[config.mk]
export PLATFORM = sky130hd
export DESIGN_NAME = pgp_port
export DESIGN_NICKNAME = d
export VERILOG_FILES = /design/src/pgp_pkg.sv /design/src/pgp_port.sv /design/src/pgp_sync.sv /design/src/pgp_noise_filter.sv
export VERILOG_INCLUDE_DIRS = /design/src
export SDC_FILE = /design/constraint.sdc
export NUM_CORES = 1
export LEC_CHECK = 0
export BUFFER_PORTS_ARGS = -buffer_cell sky130_fd_sc_hd__buf_4
export CORE_ASPECT_RATIO = 1.2
export CORE_MARGIN = 10
export CORE_UTILIZATION = 55
export CTS_CLUSTER_SIZE = 14
export DETAILED_ROUTE_END_ITERATION = 8
export PLACE_DENSITY_LB_ADDON = 0.08
export SYNTH_ARGS = -nofsm -noshare
export SYNTH_HDL_FRONTEND = slang
export SYNTH_SLANG_ARGS = --single-unit
[constraint.sdc]
create_clock -name ref_clk -period 1.9 [get_ports ref_clk]
set_input_delay 0.19 -clock ref_clk [delete_from_list [all_inputs] [get_ports ref_clk]]
set_output_delay 0.19 -clock ref_clk [all_outputs]
set_load 0.005 [all_outputs]
[src/pgp_cfg.svh]
// Constants for the port pin function and general I/O block.
`ifndef PGP_CFG_SVH
`define PGP_CFG_SVH

// ****************************************************************
// Register addresses and reset values
// ****************************************************************
`define PGP_ADDR_W 16
`define PGP_ADDR_MODE 16'hffca
`define PGP_ADDR_DATA 16'hffd6
`define PGP_ADDR_PULL 16'hffe1
`define PGP_ADDR_DIR 16'hffe6
`define PGP_RST_MODE 8'h04
`define PGP_RST_DATA 8'h00
`define PGP_RST_PULL 8'h00
`define PGP_RST_DIR 8'h00
`define PGP_RST_PIN_OUT 8'h00
`define PGP_RST_PIN_OE 8'h04
`define PGP_DIR_READ 8'hff
`define PGP_RD_UNMAPPED 8'h00

// ****************************************************************
// Mode bit positions; each bit but 4 and 5 equals the pin it routes
// ****************************************************************
`define PGP_B_PWM_OUT 0
`define PGP_B_COUNT_DIR 1
`define PGP_B_RESET_OUT 2
`define PGP_B_EXT_EXTERNAL_INTERRUPT_ZERO_SELECT 3
`define PGP_B_NOISE_EN 4
`define PGP_B_WDOG_SEL 5
`define PGP_B_EVT_HIGH 6
`define PGP_B_EVT_LOW 7

// ****************************************************************
// Dividers and filter length
// ****************************************************************
`define PGP_WDOG_SYS_DIV 8192
`define PGP_WDOG_SUB_DIV 32
`define PGP_FILT_LEN 4

`endif

[src/pgp_pkg.sv]
// Types shared by the port pin function and general I/O block.
package pgp_pkg;
    typedef logic [7:0] pgp_byte_t;
    typedef logic [15:0] pgp_addr_t;
    typedef enum {
        PGP_SEL_NONE,
        PGP_SEL_MODE,
        PGP_SEL_DATA,
        PGP_SEL_PULL,
        PGP_SEL_DIR
    } pgp_reg_sel_t;
endpackage

[src/pgp_port.sv]
// Eight pin general I/O port with pin function routing.
//
// Functional notes
// - Eight-bit output latch, reset to zero.
// - Output pins read back latched data.
// - Input pins read back sampled pin level.
// - Direction bit one means output.
// - Alternate function overrides direction and latch in the pin drive, not in reads.
// - Direction register write-only, reads all ones.
// - Reset makes every pin an input except pin 2, which drives the reset output.
// - Pull-up select turns input pull-up on.
// - Reset turns every pull-up off.
// - Mode register read/write, resets to 04.
// - Mode bit 7 routes low event input.
// - Mode bit 6 routes high event input.
// - Mode bit 5 picks watchdog clock source.
// - Mode bit 4 enables capture noise canceller.
// - Mode bit 3 selects external interrupt zero.
// - Mode bit 2 routes reset output, default on.
// - Mode bit 1 routes count direction input.
// - Mode bit 0 routes PWM output.
`timescale 1ns/1ps
`include "pgp_cfg.svh"
module pgp_port #(
    parameter int WDOG_SYS_DIV = `PGP_WDOG_SYS_DIV,
    parameter int WDOG_SUB_DIV = `PGP_WDOG_SUB_DIV,
    parameter int FILT_LEN = `PGP_FILT_LEN
) (
    input wire logic ref_clk,
    input wire logic rst_n,
    input wire pgp_pkg::pgp_addr_t reg_addr,
    input wire pgp_pkg::pgp_byte_t reg_wdata,
    input wire logic reg_wr,
    input wire logic reg_rd,
    output pgp_pkg::pgp_byte_t reg_rdata,
    input wire logic [7:0] pin_in,
    output logic [7:0] pin_out,
    output logic [7:0] pin_oe,
    output logic [7:0] pin_pull_up,
    input wire logic p4_3_pin_in,
    input wire logic capture_trigger_input,
    input wire logic subclock_in,
    input wire logic pwm_in,
    input wire logic reset_out_req,
    output logic event_count_low_input,
    output logic event_count_high_input,
    output logic count_direction_input,
    output logic capture_trigger_filtered,
    output logic ext_external_interrupt_zero_select_n,
    output logic p4_3_gpio_in,
    output logic watchdog_clock_select,
    output logic watchdog_tick
);
    import pgp_pkg::*;

    // ************************************************************
    // Local declarations
    // ************************************************************
    localparam int SYS_W = $clog2(WDOG_SYS_DIV);
    localparam int SUB_W = $clog2(WDOG_SUB_DIV);

    pgp_byte_t port_data_latch_q;
    pgp_byte_t pin_direction_q;
    pgp_byte_t pull_up_enable_q;
    pgp_byte_t pin_function_mode_q;
    pgp_byte_t reg_rdata_q;
    pgp_byte_t pin_out_q;
    pgp_byte_t pin_out_d;
    pgp_byte_t pin_oe_q;
    pgp_byte_t pin_oe_d;
    pgp_byte_t pin_pull_up_q;
    pgp_byte_t pin_pull_up_d;
    pgp_byte_t pin_sync;
    pgp_byte_t port_read_d;
    pgp_reg_sel_t wr_sel;
    pgp_reg_sel_t rd_sel;
    logic p4_3_sync;
    logic capture_sync;
    logic subclock_sync;
    logic subclock_prev_q;
    logic subclock_rise;
    logic [SYS_W-1:0] sys_cnt_q;
    logic [SUB_W-1:0] sub_cnt_q;
    logic sys_tick;
    logic sub_tick;
    logic evt_low_q;
    logic evt_high_q;
    logic count_dir_q;
    logic ext_external_interrupt_zero_select_n_q;
    logic p4_3_gpio_q;
    logic wdog_sel_q;
    logic wdog_tick_q;

    // ************************************************************
    // Address decode
    // ************************************************************
    function automatic pgp_reg_sel_t pgp_decode(input pgp_addr_t a);
        pgp_reg_sel_t s;
        s = PGP_SEL_NONE;
        case (a)
            `PGP_ADDR_MODE: s = PGP_SEL_MODE;
            `PGP_ADDR_DATA: s = PGP_SEL_DATA;
            `PGP_ADDR_PULL: s = PGP_SEL_PULL;
            `PGP_ADDR_DIR: s = PGP_SEL_DIR;
            default: s = PGP_SEL_NONE;
        endcase
        return s;
    endfunction

    assign wr_sel = reg_wr ? pgp_decode(reg_addr) : PGP_SEL_NONE;
    assign rd_sel = reg_rd ? pgp_decode(reg_addr) : PGP_SEL_NONE;

    // ************************************************************
    // Input synchronisers
    // ************************************************************
    pgp_sync #(
        .WIDTH(11)
    ) u_sync (
        .ref_clk(ref_clk),
        .rst_n(rst_n),
        .async_in({subclock_in, capture_trigger_input, p4_3_pin_in,
            pin_in}),
        .sync_out({subclock_sync, capture_sync, p4_3_sync, pin_sync})
    );

    // ************************************************************
    // Software registers
    // ************************************************************
    always_ff @(posedge ref_clk)
    begin
        if (!rst_n)
        begin
            port_data_latch_q <= `PGP_RST_DATA;
        end
        else if (wr_sel == PGP_SEL_DATA)
        begin
            port_data_latch_q <= reg_wdata;
        end
    end

    always_ff @(posedge ref_clk)
    begin
        if (!rst_n)
        begin
            pin_direction_q <= `PGP_RST_DIR;
        end
        else if (wr_sel == PGP_SEL_DIR)
        begin
            pin_direction_q <= reg_wdata;
        end
    end

    always_ff @(posedge ref_clk)
    begin
        if (!rst_n)
        begin
            pull_up_enable_q <= `PGP_RST_PULL;
        end
        else if (wr_sel == PGP_SEL_PULL)
        begin
            pull_up_enable_q <= reg_wdata;
        end
    end

    always_ff @(posedge ref_clk)
    begin
        if (!rst_n)
        begin
            pin_function_mode_q <= `PGP_RST_MODE;
        end
        else if (wr_sel == PGP_SEL_MODE)
        begin
            pin_function_mode_q <= reg_wdata;
        end
    end

    // ************************************************************
    // Read path
    // ************************************************************
    // Output pins give back the latch, input pins the pin level.
    assign port_read_d = (pin_direction_q & port_data_latch_q)
        | (~pin_direction_q & pin_sync);

    // Read data stand for exactly the cycle after the read strobe.
    always_ff @(posedge ref_clk)
    begin
        if (!rst_n)
        begin
            reg_rdata_q <= `PGP_RD_UNMAPPED;
        end
        else
        begin
            case (rd_sel)
                PGP_SEL_MODE: reg_rdata_q <= pin_function_mode_q;
                PGP_SEL_DATA: reg_rdata_q <= port_read_d;
                PGP_SEL_PULL: reg_rdata_q <= pull_up_enable_q;
                PGP_SEL_DIR: reg_rdata_q <= `PGP_DIR_READ;
                default: reg_rdata_q <= `PGP_RD_UNMAPPED;
            endcase
        end
    end

    assign reg_rdata = reg_rdata_q;

    // ************************************************************
    // Pin drive and pull-up
    // ************************************************************
    always_comb
    begin
        // General I/O: direction and latch drive the pin.
        pin_oe_d = pin_direction_q;
        pin_out_d = port_data_latch_q;
        // Pins given to an input function are never driven.
        if (pin_function_mode_q[`PGP_B_EVT_LOW])
        begin
            pin_oe_d[`PGP_B_EVT_LOW] = 1'b0;
            pin_out_d[`PGP_B_EVT_LOW] = 1'b0;
        end
        if (pin_function_mode_q[`PGP_B_EVT_HIGH])
        begin
            pin_oe_d[`PGP_B_EVT_HIGH] = 1'b0;
            pin_out_d[`PGP_B_EVT_HIGH] = 1'b0;
        end
        if (pin_function_mode_q[`PGP_B_COUNT_DIR])
        begin
            pin_oe_d[`PGP_B_COUNT_DIR] = 1'b0;
            pin_out_d[`PGP_B_COUNT_DIR] = 1'b0;
        end
        // The reset output is active low.
        if (pin_function_mode_q[`PGP_B_RESET_OUT])
        begin
            pin_oe_d[`PGP_B_RESET_OUT] = 1'b1;
            pin_out_d[`PGP_B_RESET_OUT] = ~reset_out_req;
        end
        if (pin_function_mode_q[`PGP_B_PWM_OUT])
        begin
            pin_oe_d[`PGP_B_PWM_OUT] = 1'b1;
            pin_out_d[`PGP_B_PWM_OUT] = pwm_in;
        end
        // Pull-up only on input pins that are not being driven.
        pin_pull_up_d = pull_up_enable_q
            & ~pin_direction_q & ~pin_oe_d;
    end

    // Reset holds the reset output pin driven low.
    always_ff @(posedge ref_clk)
    begin
        if (!rst_n)
        begin
            pin_out_q <= `PGP_RST_PIN_OUT;
            pin_oe_q <= `PGP_RST_PIN_OE;
            pin_pull_up_q <= `PGP_RST_PULL;
        end
        else
        begin
            pin_out_q <= pin_out_d;
            pin_oe_q <= pin_oe_d;
            pin_pull_up_q <= pin_pull_up_d;
        end
    end

    assign pin_out = pin_out_q;
    assign pin_oe = pin_oe_q;
    assign pin_pull_up = pin_pull_up_q;

    // ************************************************************
    // Alternate function inputs
    // ************************************************************
    // An input function that is not selected reads as low.
    always_ff @(posedge ref_clk)
    begin
        if (!rst_n)
        begin
            evt_low_q <= 1'b0;
            evt_high_q <= 1'b0;
            count_dir_q <= 1'b0;
        end
        else
        begin
            evt_low_q <= pin_function_mode_q[`PGP_B_EVT_LOW]
                & pin_sync[`PGP_B_EVT_LOW];
            evt_high_q <= pin_function_mode_q[`PGP_B_EVT_HIGH]
                & pin_sync[`PGP_B_EVT_HIGH];
            count_dir_q <= pin_function_mode_q[`PGP_B_COUNT_DIR]
                & pin_sync[`PGP_B_COUNT_DIR];
        end
    end

    assign event_count_low_input = evt_low_q;
    assign event_count_high_input = evt_high_q;
    assign count_direction_input = count_dir_q;

    // The other port's pin 3 goes either to the interrupt or to
    // its general input; the unused side rests inactive.
    always_ff @(posedge ref_clk)
    begin
        if (!rst_n)
        begin
            ext_external_interrupt_zero_select_n_q <= 1'b1;
            p4_3_gpio_q <= 1'b0;
        end
        else if (pin_function_mode_q[`PGP_B_EXT_EXTERNAL_INTERRUPT_ZERO_SELECT])
        begin
            ext_external_interrupt_zero_select_n_q <= p4_3_sync;
            p4_3_gpio_q <= 1'b0;
        end
        else
        begin
            ext_external_interrupt_zero_select_n_q <= 1'b1;
            p4_3_gpio_q <= p4_3_sync;
        end
    end

    assign ext_external_interrupt_zero_select_n = ext_external_interrupt_zero_select_n_q;
    assign p4_3_gpio_in = p4_3_gpio_q;

    // ************************************************************
    // Capture trigger noise canceller
    // ************************************************************
    pgp_noise_filter #(
        .FILT_LEN(FILT_LEN)
    ) u_filter (
        .ref_clk(ref_clk),
        .rst_n(rst_n),
        .enable(pin_function_mode_q[`PGP_B_NOISE_EN]),
        .raw_in(capture_sync),
        .filt_q(capture_trigger_filtered)
    );

    // ************************************************************
    // Watchdog source clock
    // ************************************************************
    // System clock divider.
    always_ff @(posedge ref_clk)
    begin
        if (!rst_n)
        begin
            sys_cnt_q <= '0;
        end
        else if (sys_tick)
        begin
            sys_cnt_q <= '0;
        end
        else
        begin
            sys_cnt_q <= sys_cnt_q + SYS_W'(1);
        end
    end

    assign sys_tick = (sys_cnt_q == SYS_W'(WDOG_SYS_DIV - 1));

    // Subclock edges, taken after the synchroniser.
    always_ff @(posedge ref_clk)
    begin
        if (!rst_n)
        begin
            subclock_prev_q <= 1'b0;
        end
        else
        begin
            subclock_prev_q <= subclock_sync;
        end
    end

    assign subclock_rise = subclock_sync & ~subclock_prev_q;

    // Subclock divider.
    always_ff @(posedge ref_clk)
    begin
        if (!rst_n)
        begin
            sub_cnt_q <= '0;
        end
        else if (sub_tick)
        begin
            sub_cnt_q <= '0;
        end
        else if (subclock_rise)
        begin
            sub_cnt_q <= sub_cnt_q + SUB_W'(1);
        end
    end

    assign sub_tick = subclock_rise
        & (sub_cnt_q == SUB_W'(WDOG_SUB_DIV - 1));

    // One-cycle tick from the selected source.
    always_ff @(posedge ref_clk)
    begin
        if (!rst_n)
        begin
            wdog_sel_q <= 1'b0;
            wdog_tick_q <= 1'b0;
        end
        else
        begin
            wdog_sel_q <= pin_function_mode_q[`PGP_B_WDOG_SEL];
            wdog_tick_q <= pin_function_mode_q[`PGP_B_WDOG_SEL]
                ? sub_tick : sys_tick;
        end
    end

    assign watchdog_clock_select = wdog_sel_q;
    assign watchdog_tick = wdog_tick_q;
endmodule // pgp_port

[src/pgp_sync.sv]
// Two flip-flop synchroniser for a group of asynchronous inputs.
`timescale 1ns/1ps
module pgp_sync #(
    parameter int WIDTH = 8
) (
    input wire logic ref_clk,
    input wire logic rst_n,
    input wire logic [WIDTH-1:0] async_in,
    output logic [WIDTH-1:0] sync_out
);
    logic [WIDTH-1:0] meta_q;

    always_ff @(posedge ref_clk)
    begin
        if (!rst_n)
        begin
            meta_q <= '0;
            sync_out <= '0;
        end
        else
        begin
            meta_q <= async_in;
            sync_out <= meta_q;
        end
    end
endmodule // pgp_sync

[src/pgp_noise_filter.sv]
// Noise canceller for the capture trigger input, with a bypass.
`timescale 1ns/1ps
module pgp_noise_filter #(
    parameter int FILT_LEN = 4
) (
    input wire logic ref_clk,
    input wire logic rst_n,
    input wire logic enable,
    input wire logic raw_in,
    output logic filt_q
);
    localparam int CW = $clog2(FILT_LEN + 1);
    logic [CW-1:0] stable_q;

    // A new level passes only after FILT_LEN equal samples in a row.
    always_ff @(posedge ref_clk)
    begin
        if (!rst_n)
        begin
            stable_q <= '0;
            filt_q <= 1'b0;
        end
        else if (!enable)
        begin
            stable_q <= '0;
            filt_q <= raw_in;
        end
        else if (raw_in == filt_q)
        begin
            stable_q <= '0;
        end
        else if (stable_q == CW'(FILT_LEN - 1))
        begin
            stable_q <= '0;
            filt_q <= raw_in;
        end
        else
        begin
            stable_q <= stable_q + CW'(1);
        end
    end
endmodule // pgp_noise_filter

==> results.yml <==
routing:
  drc: 0
  ant_nets: 0
  wl_met2_mm: 5.44
  routedWlPerCell_um: 16.8
  via_count: 3756
  m1WireLength_mm: 4.48
  top_layer_used: "met4"
  wl_met3_um: 931
  drtIter0Drc: 264
  totalWireLength_mm: 11.1
  drtPass1Iterations: 5
  viasPerCell: 5.67
critical_path:
  max_stage_delay_ns: 0.41
  worstPathArrival_ns: 2.11
  start_kind: "flop"
  endpoint: "sys_cnt_q[2]"
  r2r_cells: 5
  path_cells: "ha_1 -> nand3_1 -> nor4_2 -> a21bo_2 -> nor2_1"
  crit_path_top_delay_cell: "nor4_2"
  cp_max_fo: 11
  r2r_slack_ns: 0.19
  criticalPathCategory: "flop to flop"
  critPathLaunch: "sys_cnt_q[0]"
  r2r_start: "sys_cnt_q[0]"
  r2r_end: "sys_cnt_q[2]"
  required_ns: 2.30
  cp-end-kind: "flop"
power_and_ir_drop:
  seq_power_share: 0.437
  p_sw_frac: 0.206
  p_clk_frac: 0.519
  p_leak_nw: 2.40
  combPwrFrac: 0.044
  power.switching_mw: 1.17
  power_mw: 5.68
  p_int_mw: 4.51
  power_density_nw_per_um2: 955
  ir_worst_vdd_mv: 0.626
sta:
  hold_violations: 0
  worst_pin_slew_ns: 0.532
  grt_setup_unrepaired: "no"
  setup_ws_ns: 0.193
  tns_ns: 0
  fmax_ghz: 0.586
  finalSetupViolations: 0
  slew_viol_final: 0
  period_share: 0.899
  fin_worst_skew_ns: 0.00441
  min_period_ns: 1.71
  max_slew_margin: 0.644
  whs_ns: 0.0914
placement:
  placedCellCount: 610
  post_dp_cell_area_sq_um: 5180
  place_worst_setup_slack_ns: 0.157
  gp_congestion: 0.840
  dp_hpwl_mm: 7.46
  port_buffers: 80
cells_and_area:
  layout_common_cells: "dfxtp_1 (116), buf_4 (91), nand3_1 (39)"
  diodes: 0
  final_nets: 601
  final_cells: 662
  fillers: 597
  final_core_util: 0.738
  drive_above_1_share: 0.245
  layout_commonest_cell: "dfxtp_1"
  area_growth_pct: 31.9
  final_area_sq_um: 5950
clock_network:
  cts_setup_buffers: 0
  clock_tree.root_cell: "clkbuf_8"
  cts_made_buffers: 17
  cts_max_path_buffers: 2
  cts_tree: "yes"
  clock_latency_ns: 0.52
  clkTransAtPathRegs_ns: 0.05
  htreeDepth: 4
  cts.sinks: 116
synth:
  async_flop_share: 0
  synth_edf_count: 0
  seq_area_frac_synth: 0.515
  netlist_instances: 451
  synth_ff_type: "dfxtp_1"
  ys_types: 55
  syn_area_sq_um: 4510
  ys_seq_elements: 116
  synth_nets: 497
  avgSynthCellArea_sq_um: 10.0
  yosysWarningCount: 0
global_routing:
  gr-usage-all-layers: 0.187
  grt_overflow: 0
  grt_pass1_wl_mm: 18.1
  grt_pass1_vias: 3706
  grt_max_degree: 36
  antenna_found_initial: 0
floorplan:
  fp.dieW_um: 103
  initial_core_util: 0.559
  rows: 36
  die-area_sq_um: 12200
  fp.dieH_um: 119
  boundaryPins: 81
  core_area_sq_um: 8060
outcome:
  outcome: "finished clean"
worst_hold_path:
  min_path_type: "input pin to flop"
run:
  maxCapViolCount: 0
power groups by stage:
stage / Combinational, mW / Sequential [mW] / Clock, mW
2_1_floorplan: 0.102 / 2.53 / 0
3_3_place_gp: 0.207 / 2.53 / 0
3_5_place_dp: 0.210 / 2.53 / 0
4_1_cts: 0.249 / 2.48 / 2.99
5_1_grt: 0.272 / 2.48 / 3.11
6_report: 0.250 / 2.48 / 2.95
critical path, delay by kind of cell (launching register included):
family                   cells  cell delay (ns)
AO/OA/AOI/OAI                1             0.34
adder cells (fa/ha/maj)      1             0.22
flip-flops                   1             0.38
AND/OR/NAND/NOR              3             0.65
registers in the layout, indices dropped and copies added, names as in the netlist, 3 cells and up:
name	flops
pin_out	8
sys_cnt_q	13
u_sync.sync_out	11
pin_pull_up	8
pin_direction_q	8
u_filter.stable_q	3
pin_oe	8
reg_rdata	8
pull_up_enable_q	8
pin_function_mode_q	8
port_data_latch_q	8
u_sync.meta_q	11
sub_cnt_q	5
cells in the mapped netlist, drive strengths merged, types with 8 or more instances:
cell / number / area [sq um]
dfxtp: 116 / 2320
o21ai: 42 / 210
nand3: 40 / 205
a21boi: 33 / 248
and2: 33 / 209
nor2: 27 / 106
clkbuf: 17 / 63.8
and3b: 12 / 105
nand2: 12 / 45.0
nor3: 11 / 60.1
buf: 10 / 65.1
inv: 8 / 30.0
cell type report:
| type | instances | area (sq um) | share of cell area |
|---|---|---|---|
| clock buffers | 20 | 445 | 0.0749 |
| clock inverters | 11 | 110 | 0.0185 |
| inverters | 8 | 30.0 | 0.00505 |
| multi-input cells | 300 | 2030 | 0.341 |
| flip-flops and latches | 116 | 2320 | 0.390 |
| well taps | 95 | 119 | 0.0200 |
| repair buffers | 112 | 893 | 0.150 |
cells by family (layout without fill, tap and decap cells):
| family | Yosys count | count (layout) | share of synthesized area |
|---|---|---|---|
| compound gates | 100 | 100 | 0.155 |
| xor+xnor | 12 | 12 | 0.0233 |
| fa+ha+maj | 5 | 5 | 0.0139 |
| buf+inv | 35 | 151 | 0.0352 |
| flops | 116 | 116 | 0.515 |
| mux | 10 | 10 | 0.0230 |
| simple gates | 173 | 173 | 0.234 |
how the worst min path moves through the flow:
stage	end	startpoint	slack [ns]	cells past startpoint
2_1_floorplan	u_sync.meta_q[0]	pin_in[0]	0.32	1
3_3_place_gp	u_sync.meta_q[7]	pin_in[7]	0.40	2
3_5_place_dp	u_sync.meta_q[6]	pin_in[6]	0.40	2
4_1_cts	sub_cnt_q[3]	rst_n	0.07	2
5_1_grt	pin_function_mode_q[4]	rst_n	0.08	2
6_report	pin_function_mode_q[5]	rst_n	0.09	2
routing by layer:
| metal | vias to the layer above | track usage |
|---|---|---|
| met5 | - | 0 |
| met4 | 0 | 0.0786 |
| met3 | 25 | 0.0810 |
| met2 | 147 | 0.307 |
| met1 | 1779 | 0.205 |
| li1 | 1805 | - |
what timing repair did:
action / 4_1_cts / 5_1_grt
hold buffers: 21 / 0
resized for setup: 0 / 1
setup endpoints to repair: 0 / 3
hold endpoints to repair: 45 / 0
(Power assumes the default switching activity.)
